[src/crs_params.svh]
// constants of the cpu register set: offsets, field positions, reset values, memory map
`ifndef CRS_PARAMS_SVH
`define CRS_PARAMS_SVH
// register indices on the plain port
`define CRS_OFF_DATA0 5'h00
`define CRS_OFF_DATA1 5'h01
`define CRS_OFF_DATA2 5'h02
`define CRS_OFF_DATA3 5'h03
`define CRS_OFF_ADDR0 5'h04
`define CRS_OFF_ADDR1 5'h05
`define CRS_OFF_FRAME 5'h06
`define CRS_OFF_VTB 5'h07
`define CRS_OFF_NIP 5'h08
`define CRS_OFF_USP 5'h09
`define CRS_OFF_ISP 5'h0a
`define CRS_OFF_SBASE 5'h0b
`define CRS_OFF_FLAGS 5'h0c
`define CRS_OFF_D0U 5'h0d
`define CRS_OFF_D0L 5'h0e
`define CRS_OFF_D1U 5'h0f
`define CRS_OFF_D1L 5'h10
`define CRS_OFF_PAIRL 5'h11
`define CRS_OFF_PAIRH 5'h12
`define CRS_OFF_APAIR 5'h13
`define CRS_OFF_SP 5'h14
// flag word bit positions
`define CRS_FLG_C 0
`define CRS_FLG_D 1
`define CRS_FLG_Z 2
`define CRS_FLG_S 3
`define CRS_FLG_B 4
`define CRS_FLG_O 5
`define CRS_FLG_I 6
`define CRS_FLG_U 7
`define CRS_FLG_RSV 11
`define CRS_FLG_IPL_LO 12
`define CRS_FLG_MASK 16'h70ff
`define CRS_FLG_RESET 16'h0000
`define CRS_SWI_USER_MAX 6'h1f
// address map
`define CRS_MAP_TOP 20'hfffff
`define CRS_DFL_LO 20'h03000
`define CRS_DFL_HI 20'h03fff
`define CRS_RAM_LO 20'h00400
`define CRS_VEC_LO 20'h08000
`define CRS_VEC_HI 20'h0ffff
`define CRS_SFR0_HI 20'h002ff
`define CRS_SFR1_LO 20'h02c00
`define CRS_SFR1_HI 20'h02fff
`endif

[src/crs_pkg.sv]
// types of the cpu register set
package crs_pkg;
    typedef struct packed {
        logic [15:0] data_word_zero;
        logic [15:0] data_word_one;
        logic [15:0] data_word_two;
        logic [15:0] data_word_three;
        logic [15:0] addr_word_zero;
        logic [15:0] addr_word_one;
        logic [15:0] frame_base_pointer;
    } crs_bank_t;
    typedef enum logic [1:0] {CRS_REG_NONE, CRS_REG_RAM, CRS_REG_DFL, CRS_REG_SFR} crs_region_t;
    typedef struct packed {
        logic alu_valid;
        logic [15:0] result;
        logic carry;
        logic ovf;
        logic byte_op;
    } crs_alu_t;
    typedef struct packed {
        logic take;
        logic hw;
        logic [5:0] swi_num;
        logic [2:0] prio;
    } crs_irq_t;
    typedef struct packed {
        crs_bank_t bank0;
        crs_bank_t bank1;
        logic [19:0] vector_table_base;
        logic [19:0] next_instruction_pointer;
        logic [15:0] user_stack_pointer;
        logic [15:0] interrupt_stack_pointer;
        logic [15:0] static_base_pointer;
        logic [15:0] cpu_flag_word;
        logic [15:0] sp;
        logic [31:0] rdata;
        logic accept;
        logic [1:0] region;
        logic vec_hit;
        logic reserved_hit;
    } crs_state_t;
endpackage

[src/crs_regs.sv]
// programmer-visible register set, flag word and address map of the cpu core
`timescale 1ns/100ps
`include "crs_params.svh"
module crs_regs (
    input wire logic clk, // 10 MHz cpu clock
    input wire logic rst, // asynchronous reset, active high
    input wire logic [4:0] addr, // register index
    input wire logic [31:0] wdata, // write data
    input wire logic wr, // write strobe
    input wire logic rd, // read strobe
    output logic [31:0] rdata, // read data, cycle after rd
    input wire crs_pkg::crs_alu_t alu, // alu result and flags
    input wire crs_pkg::crs_irq_t irq, // interrupt request
    output logic irq_accept, // request accepted, one-cycle pulse
    input wire logic [19:0] mem_addr, // address to classify
    output logic [1:0] mem_region, // region of mem_addr
    output logic mem_vec_hit, // mem_addr in fixed vector table
    output logic mem_reserved_hit, // peripheral hole flag, always driven low
    output logic [15:0] flags, // current flag word
    output logic [15:0] stack_pointer // selected stack pointer
);
    crs_pkg::crs_state_t s_q;
    crs_pkg::crs_state_t s_d;
    crs_pkg::crs_bank_t bank;

    // inclusive range test, shared by the upper peripheral, data flash and vector table windows
    function automatic logic in_span(input logic [19:0] a, input logic [19:0] lo,
        input logic [19:0] hi);
        in_span = (a >= lo) && (a <= hi);
    endfunction

    // map classification; peripheral windows are tested first since the upper one sits inside ram span
    function automatic crs_pkg::crs_region_t region_of(input logic [19:0] a);
        if (a <= `CRS_SFR0_HI || in_span(a, `CRS_SFR1_LO, `CRS_SFR1_HI)) begin
            region_of = crs_pkg::CRS_REG_SFR;
        end else if (in_span(a, `CRS_DFL_LO, `CRS_DFL_HI)) begin
            region_of = crs_pkg::CRS_REG_DFL;
        end else if (a >= `CRS_RAM_LO && a < `CRS_DFL_LO) begin
            region_of = crs_pkg::CRS_REG_RAM;
        end else begin
            region_of = crs_pkg::CRS_REG_NONE;
        end
    endfunction

    // bank decode is used by both the read path and the write path
    function automatic logic sel_bank1(input logic [15:0] f);
        sel_bank1 = f[`CRS_FLG_B];
    endfunction

    // next state
    always_comb begin
        logic [15:0] f;
        logic [15:0] res;
        logic neg;
        f = 16'h0000;
        res = 16'h0000;
        neg = 1'b0;
        s_d = s_q;
        s_d.accept = 1'b0;
        bank = sel_bank1(s_q.cpu_flag_word) ? s_q.bank1 : s_q.bank0;
        // register writes; data, address and frame words go through the active bank
        if (wr) begin
            if (addr == `CRS_OFF_DATA0) begin
                bank.data_word_zero = wdata[15:0];
            end else if (addr == `CRS_OFF_DATA1) begin
                bank.data_word_one = wdata[15:0];
            end else if (addr == `CRS_OFF_DATA2) begin
                bank.data_word_two = wdata[15:0];
            end else if (addr == `CRS_OFF_DATA3) begin
                bank.data_word_three = wdata[15:0];
            end else if (addr == `CRS_OFF_D0U) begin
                bank.data_word_zero[15:8] = wdata[7:0];
            end else if (addr == `CRS_OFF_D0L) begin
                bank.data_word_zero[7:0] = wdata[7:0];
            end else if (addr == `CRS_OFF_D1U) begin
                bank.data_word_one[15:8] = wdata[7:0];
            end else if (addr == `CRS_OFF_D1L) begin
                bank.data_word_one[7:0] = wdata[7:0];
            end else if (addr == `CRS_OFF_PAIRL) begin
                bank.data_word_two = wdata[31:16];
                bank.data_word_zero = wdata[15:0];
            end else if (addr == `CRS_OFF_PAIRH) begin
                bank.data_word_three = wdata[31:16];
                bank.data_word_one = wdata[15:0];
            end else if (addr == `CRS_OFF_ADDR0) begin
                bank.addr_word_zero = wdata[15:0];
            end else if (addr == `CRS_OFF_ADDR1) begin
                bank.addr_word_one = wdata[15:0];
            end else if (addr == `CRS_OFF_APAIR) begin
                bank.addr_word_one = wdata[31:16];
                bank.addr_word_zero = wdata[15:0];
            end else if (addr == `CRS_OFF_FRAME) begin
                bank.frame_base_pointer = wdata[15:0];
            end else if (addr == `CRS_OFF_SBASE) begin
                s_d.static_base_pointer = wdata[15:0];
            end else if (addr == `CRS_OFF_VTB) begin
                s_d.vector_table_base = wdata[19:0];
            end else if (addr == `CRS_OFF_NIP) begin
                s_d.next_instruction_pointer = wdata[19:0];
            end else if (addr == `CRS_OFF_USP) begin
                s_d.user_stack_pointer = wdata[15:0];
            end else if (addr == `CRS_OFF_ISP) begin
                s_d.interrupt_stack_pointer = wdata[15:0];
            end else if (addr == `CRS_OFF_SP) begin
                // writes the pointer that the stack flag currently picks
                if (s_q.cpu_flag_word[`CRS_FLG_U]) begin
                    s_d.user_stack_pointer = wdata[15:0];
                end else begin
                    s_d.interrupt_stack_pointer = wdata[15:0];
                end
            end else if (addr == `CRS_OFF_FLAGS) begin
                // only the 11 defined bits are stored; the reserved bit reads low, never rely on it
                s_d.cpu_flag_word = wdata[15:0] & `CRS_FLG_MASK;
            end
        end
        if (sel_bank1(s_q.cpu_flag_word)) begin
            s_d.bank1 = bank;
        end else begin
            s_d.bank0 = bank;
        end
        f = s_d.cpu_flag_word;
        // alu flags; a later hardware update wins over a software flag write
        if (alu.alu_valid) begin
            res = alu.byte_op ? {8'h00, alu.result[7:0]} : alu.result;
            neg = alu.byte_op ? alu.result[7] : alu.result[15];
            f[`CRS_FLG_C] = alu.carry;
            f[`CRS_FLG_Z] = (res == 16'h0000);
            f[`CRS_FLG_S] = neg;
            f[`CRS_FLG_O] = alu.ovf;
        end
        // acceptance: hardware requests need enable and strictly higher priority;
        // a software interrupt instruction is not maskable, it is taken when executed
        if (irq.take && (!irq.hw || (s_q.cpu_flag_word[`CRS_FLG_I] &&
            irq.prio > s_q.cpu_flag_word[`CRS_FLG_IPL_LO +: 3]))) begin
            s_d.accept = 1'b1;
            f[`CRS_FLG_I] = 1'b0;
            if (irq.hw || irq.swi_num <= `CRS_SWI_USER_MAX) begin
                f[`CRS_FLG_U] = 1'b0;
            end
        end
        s_d.cpu_flag_word = f;
        // read data, valid in the cycle after rd only
        s_d.rdata = 32'h0000_0000;
        if (rd) begin
            if (addr == `CRS_OFF_DATA0) begin
                s_d.rdata = {16'h0000, bank.data_word_zero};
            end else if (addr == `CRS_OFF_DATA1) begin
                s_d.rdata = {16'h0000, bank.data_word_one};
            end else if (addr == `CRS_OFF_DATA2) begin
                s_d.rdata = {16'h0000, bank.data_word_two};
            end else if (addr == `CRS_OFF_DATA3) begin
                s_d.rdata = {16'h0000, bank.data_word_three};
            end else if (addr == `CRS_OFF_D0U) begin
                s_d.rdata = {24'h000000, bank.data_word_zero[15:8]};
            end else if (addr == `CRS_OFF_D0L) begin
                s_d.rdata = {24'h000000, bank.data_word_zero[7:0]};
            end else if (addr == `CRS_OFF_D1U) begin
                s_d.rdata = {24'h000000, bank.data_word_one[15:8]};
            end else if (addr == `CRS_OFF_D1L) begin
                s_d.rdata = {24'h000000, bank.data_word_one[7:0]};
            end else if (addr == `CRS_OFF_PAIRL) begin
                s_d.rdata = {bank.data_word_two, bank.data_word_zero};
            end else if (addr == `CRS_OFF_PAIRH) begin
                s_d.rdata = {bank.data_word_three, bank.data_word_one};
            end else if (addr == `CRS_OFF_ADDR0) begin
                s_d.rdata = {16'h0000, bank.addr_word_zero};
            end else if (addr == `CRS_OFF_ADDR1) begin
                s_d.rdata = {16'h0000, bank.addr_word_one};
            end else if (addr == `CRS_OFF_APAIR) begin
                s_d.rdata = {bank.addr_word_one, bank.addr_word_zero};
            end else if (addr == `CRS_OFF_FRAME) begin
                s_d.rdata = {16'h0000, bank.frame_base_pointer};
            end else if (addr == `CRS_OFF_SBASE) begin
                s_d.rdata = {16'h0000, s_q.static_base_pointer};
            end else if (addr == `CRS_OFF_VTB) begin
                s_d.rdata = {12'h000, s_q.vector_table_base};
            end else if (addr == `CRS_OFF_NIP) begin
                s_d.rdata = {12'h000, s_q.next_instruction_pointer};
            end else if (addr == `CRS_OFF_USP) begin
                s_d.rdata = {16'h0000, s_q.user_stack_pointer};
            end else if (addr == `CRS_OFF_ISP) begin
                s_d.rdata = {16'h0000, s_q.interrupt_stack_pointer};
            end else if (addr == `CRS_OFF_SP) begin
                s_d.rdata = {16'h0000, s_q.sp};
            end else if (addr == `CRS_OFF_FLAGS) begin
                s_d.rdata = {16'h0000, s_q.cpu_flag_word};
            end
        end
        // address classification, registered
        s_d.region = region_of(mem_addr);
        s_d.vec_hit = in_span(mem_addr, `CRS_VEC_LO, `CRS_VEC_HI);
        // holes: this block knows no allocation, so the flag stays low; callers keep out of them
        s_d.reserved_hit = 1'b0;
        // selected pointer has its own flop so the port comes straight from a register
        s_d.sp = s_d.cpu_flag_word[`CRS_FLG_U] ? s_d.user_stack_pointer :
            s_d.interrupt_stack_pointer;
    end

    // state register
    always_ff @(posedge clk or posedge rst) begin
        if (rst) begin
            s_q <= '0;
        end else begin
            s_q <= s_d;
        end
    end

    // outputs straight from flip-flops
    assign rdata = s_q.rdata;
    assign irq_accept = s_q.accept;
    assign mem_region = s_q.region;
    assign mem_vec_hit = s_q.vec_hit;
    assign mem_reserved_hit = s_q.reserved_hit;
    assign flags = s_q.cpu_flag_word;
    assign stack_pointer = s_q.sp;
endmodule

[config.mk]
export PLATFORM = sky130hd
export DESIGN_NAME = crs_regs
export DESIGN_NICKNAME = d
export VERILOG_FILES = /design/src/crs_pkg.sv /design/src/crs_regs.sv
export VERILOG_INCLUDE_DIRS = /design/src
export SDC_FILE = /design/constraint.sdc
export NUM_CORES = 1
export LEC_CHECK = 0
export ABC_AREA = 1
export BUFFER_PORTS_ARGS = -buffer_cell sky130_fd_sc_hd__clkbuf_2
export CELL_PAD_IN_SITES_DETAIL_PLACEMENT = 1
export CELL_PAD_IN_SITES_GLOBAL_PLACEMENT = 2
export CORE_ASPECT_RATIO = 0.8
export CORE_MARGIN = 3
export CORE_UTILIZATION = 38
export DETAILED_ROUTE_END_ITERATION = 10
export PLACE_DENSITY = 0.9
export SETUP_SLACK_MARGIN = 0.02
export SKIP_LAST_GASP = 1
export SYNTH_ARGS = -nofsm -noshare
export SYNTH_HDL_FRONTEND = slang
export SYNTH_SLANG_ARGS = --single-unit
[constraint.sdc]
create_clock -name clk -period 29.4 [get_ports clk]
set_clock_uncertainty 0.1 [all_clocks]
set_input_delay 1.47 -clock clk [delete_from_list [all_inputs] [get_ports clk]]
set_output_delay 1.47 -clock clk [all_outputs]
set_load 0.02 [all_outputs]
==> qor.csv <==
stage;metric;value;unit
worst_setup_path;Setup crit end kind;flop;
detailed_routing;post-route ant nets;0;
detailed_routing;DR WL/cell;22.2;um
die;io pins;161;
timing;final hold violations;0;
global_routing;Total Routing Usage GR;27.6;%
synth;post-synthesis cell area;21100;sq um
synth;post-synthesis xor/xnor area fraction;0;%
outcome;status;finished, final reports clean;
timing;Fmax achieved;0.167;GHz
place;port buffer count;141;
cells_and_area;design area;23200;sq um
place;RePlAce Congestion;0.889;
synth;Simple-Gate Fraction of Synth Area;24.9;%
timing;setup_tns;0;ns
timing;WHS;0.376;ns
timing;# setup viols final;0;
detailed_routing;Detailed Routing Iterations Pass 1;5;
cts;Reg clk slew, reported paths;0.06;ns
cts;number of hold buffers added after CTS;0;
cells_and_area;post-layout util;42.7;%
timing;max-slew violations;0;
synth;Seq/Total Area, Yosys;44.6;%
synth;synthesis-stage register bit count;375;
global_routing;grt ovf;0;
timing;slew of the pin with the lowest slew margin;1.31;ns
hold_path;Worst Hold Class;reg -> reg;
die;Core Rows;76;
synth;Post-synth EDFFs;0;
synth;count of unique library cells instantiated by Yosys;48;
worst_setup_path;Critical-path top delay cell;nand3_2;
synth;Post-Synth Adder-Cell Area;0.178;%
detailed_routing;First DRT Iteration DRCs;1880;
worst_setup_path;crit-path cells;clkbuf_2 -> nor2_2 -> nand3_2 -> nand2_2 -> inv_2 -> nand2_2 -> nor2_4 -> inv_2 -> a21oi_1 -> inv_2 -> a22oi_1 -> or2_2 -> nand3_1 -> nand2_1 -> a21oi_1;
detailed_routing;vias per cell;5.57;
synth;Async S/R FF share, synth;100;%
job;max cap viols;0;
detailed_routing;Post-Route WL;81300;um
synth;Post-Syn Area per Cell;7.21;sq um
die;CORE AREA;54300;sq um
place;DP HPWL;56200;um
power;PD cells;85.6;nW/um^2
cells_and_area;Final nets;2977;
cts;Clock Tree Buf Depth;3;
worst_setup_path;Crit path arrival time;6.32;ns
global_routing;initial antenna violation count;1;
worst_setup_path;most frequent CP cell;inv_2;
die;initial core utilization;38.8;%
detailed_routing;via count;20389;
worst_setup_path;critical path startpoint category;input port;
worst_setup_path;crit-path max cell delay;0.87;ns
global_routing;vias in the first global route;20875;
timing;minimum clock period after layout;5.98;ns
cts;Root Buffer;clkbuf_16;
cts;postcts setup bufs;0;
synth;post-synthesis compound-gate area fraction;19.2;%
synth;multiplexer share of the synthesized area;1.33;%
cts;clock sinks;375;
power;worst ir drop on vdd;0.0469;mV
cts;Worst-Skew Late Latency;0.59;ns
cts;Resized Gates After CTS;0;
timing;RSZ-0062 raised after global routing;no;
global_routing;first-pass GRT wire length;125000;um
worst_setup_path;Worst Path Required;29.74;ns
cells_and_area;share of cells above drive strength 1;9.84;%
cts;clock buffer count from CTS;43;
global_routing;pin count of the biggest net entering global routing;180;
detailed_routing;drt drc;0;
synth;synth warn;0;
cts;CTS tree;yes;
die;Horiz. Die Dim;269;um
timing;fin crit share;20.3;%
power;Leakage Power;0.0113;uW
die;DIE AREA;58300;sq um
place;Area after DPL;21700;sq um
worst_setup_path;crit path kind;in -> reg;
synth;largest family of logic cells by synthesized area;simple AND/OR/NAND/NOR gates;
cts;H-tree Lvls;2;
synth;ys flop type;dfrtp_1;
cells_and_area;synth-to-layout area growth;10.2;%
worst_setup_path;crit path max fanout;40;
synth;Cells after Synth;2920;
timing;Slew Limit Headroom;12.4;%
die;Die Height;217;um
==> stage by stage <==
step,worst slack (ns),instances,power [uW]
floorplan,17.41,2925,1220
global placement,23.11,3578,1350
detailed placement,23.05,3578,1400
CTS,23.59,3657,1990
global route,23.25,3657,2120
finish,23.42,3658,1990
==> cells in the mapped netlist, types with 5 or more instances <==
library cell,n,area (sq um)
nand2_1,944,3540
o21ai_0,483,2420
dfrtp_1,375,9380
inv_1,204,766
nor2_1,171,642
clkbuf_1,140,526
nand3_1,96,480
a21oi_1,74,370
buf_4,69,518
o21ai_1,46,230
nand4_1,33,206
o211ai_1,32,240
o22ai_1,31,194
mux2i_1,28,280
a211oi_1,27,203
buf_2,22,110
o21a_1,18,135
buf_1,17,63.8
inv_2,16,60.1
nor3_1,13,65.1
a31oi_1,10,62.6
nor2_2,7,43.8
or2_2,7,43.8
a21boi_0,6,45.0
nand2_2,5,31.3
nor2_4,5,56.3
nor4_1,5,31.3
==> critical path: cells and delay by family <==
kind	cells	cell delay (ns)
compound gates	3	0.54
simple gates	8	3.25
buf+inv	4	1.04
==> report_power, final <==
group / total (uW) / internal [uW] / leakage (uW) / switching (uW)
Clock: 583 / 350 / 0.000758 / 233
Sequential: 792 / 693 / 0.00471 / 98.4
Combinational: 612 / 186 / 0.00581 / 426
Total: 1990 / 1230 / 0.0113 / 757
==> kinds of logic (layout without fill, tap and decap cells) <==
kind of cell             after synthesis  count (layout)
AO/OA/AOI/OAI                        744             744
adder cells (fa/ha/maj)                3               3
buffers and inverters                471             462
flip-flops                           375             375
multiplexers                          28              28
other                                  1               7
AND/OR/NAND/NOR                     1298            1298
==> area by class of cell <==
class	count	area [sq um]
fillers	6797	31100
flip-flops and latches	375	9390
multi-input cells	2079	9640
clock inverters	15	195
repair buffers	162	876
inverters	221	842
diodes	1	2.50
clock buffers	64	1340
well taps	741	927
==> layout by cell type (no fill, tap or decap), types with 32 or more instances in the layout <==
master,count
o211ai_1,32
nor2_1,171
nand4_1,33
o21ai_0,483
inv_1,202
nand2_1,944
dfrtp_1,374
a21oi_1,73
nand3_1,96
clkbuf_16,44
clkbuf_2,141
o21ai_1,46
==> flip-flops by register name (all words and copies together), names as in the netlist <==
| signal | count |
|---|---|
| s_q | 312 |
| rdata | 32 |
| stack_pointer | 16 |
| flags | 11 |
| mem_region | 2 |
| irq_accept | 1 |
| mem_vec_hit | 1 |
==> worst paths after layout <==
check | start | end | slack, ns | cells past startpoint
min | s_q[309] | s_q[309] | 0.38 | 2
min in group asynchronous | rst | s_q[165] | 0.99 | 2
max reg2reg | flags[4] | rdata[14] | 24.50 | 10
min reg2reg | s_q[309] | s_q[309] | 0.38 | 2
max in group asynchronous | rst | flags[4] | 26.52 | 3
max | addr[0] | rdata[14] | 23.42 | 15
==> per-layer routing <==
metal,share of wire [%],vias up,GRT usage (%),wire length [um]
li1,-,9418,-,-
met1,45,10240,38.2,36200
met2,46,586,44.8,37400
met3,6.1,145,3.71,4960
met4,3.4,0,9.34,2750
met5,0,-,0,0
No activity file was read; power rests on OpenSTA's default activity.
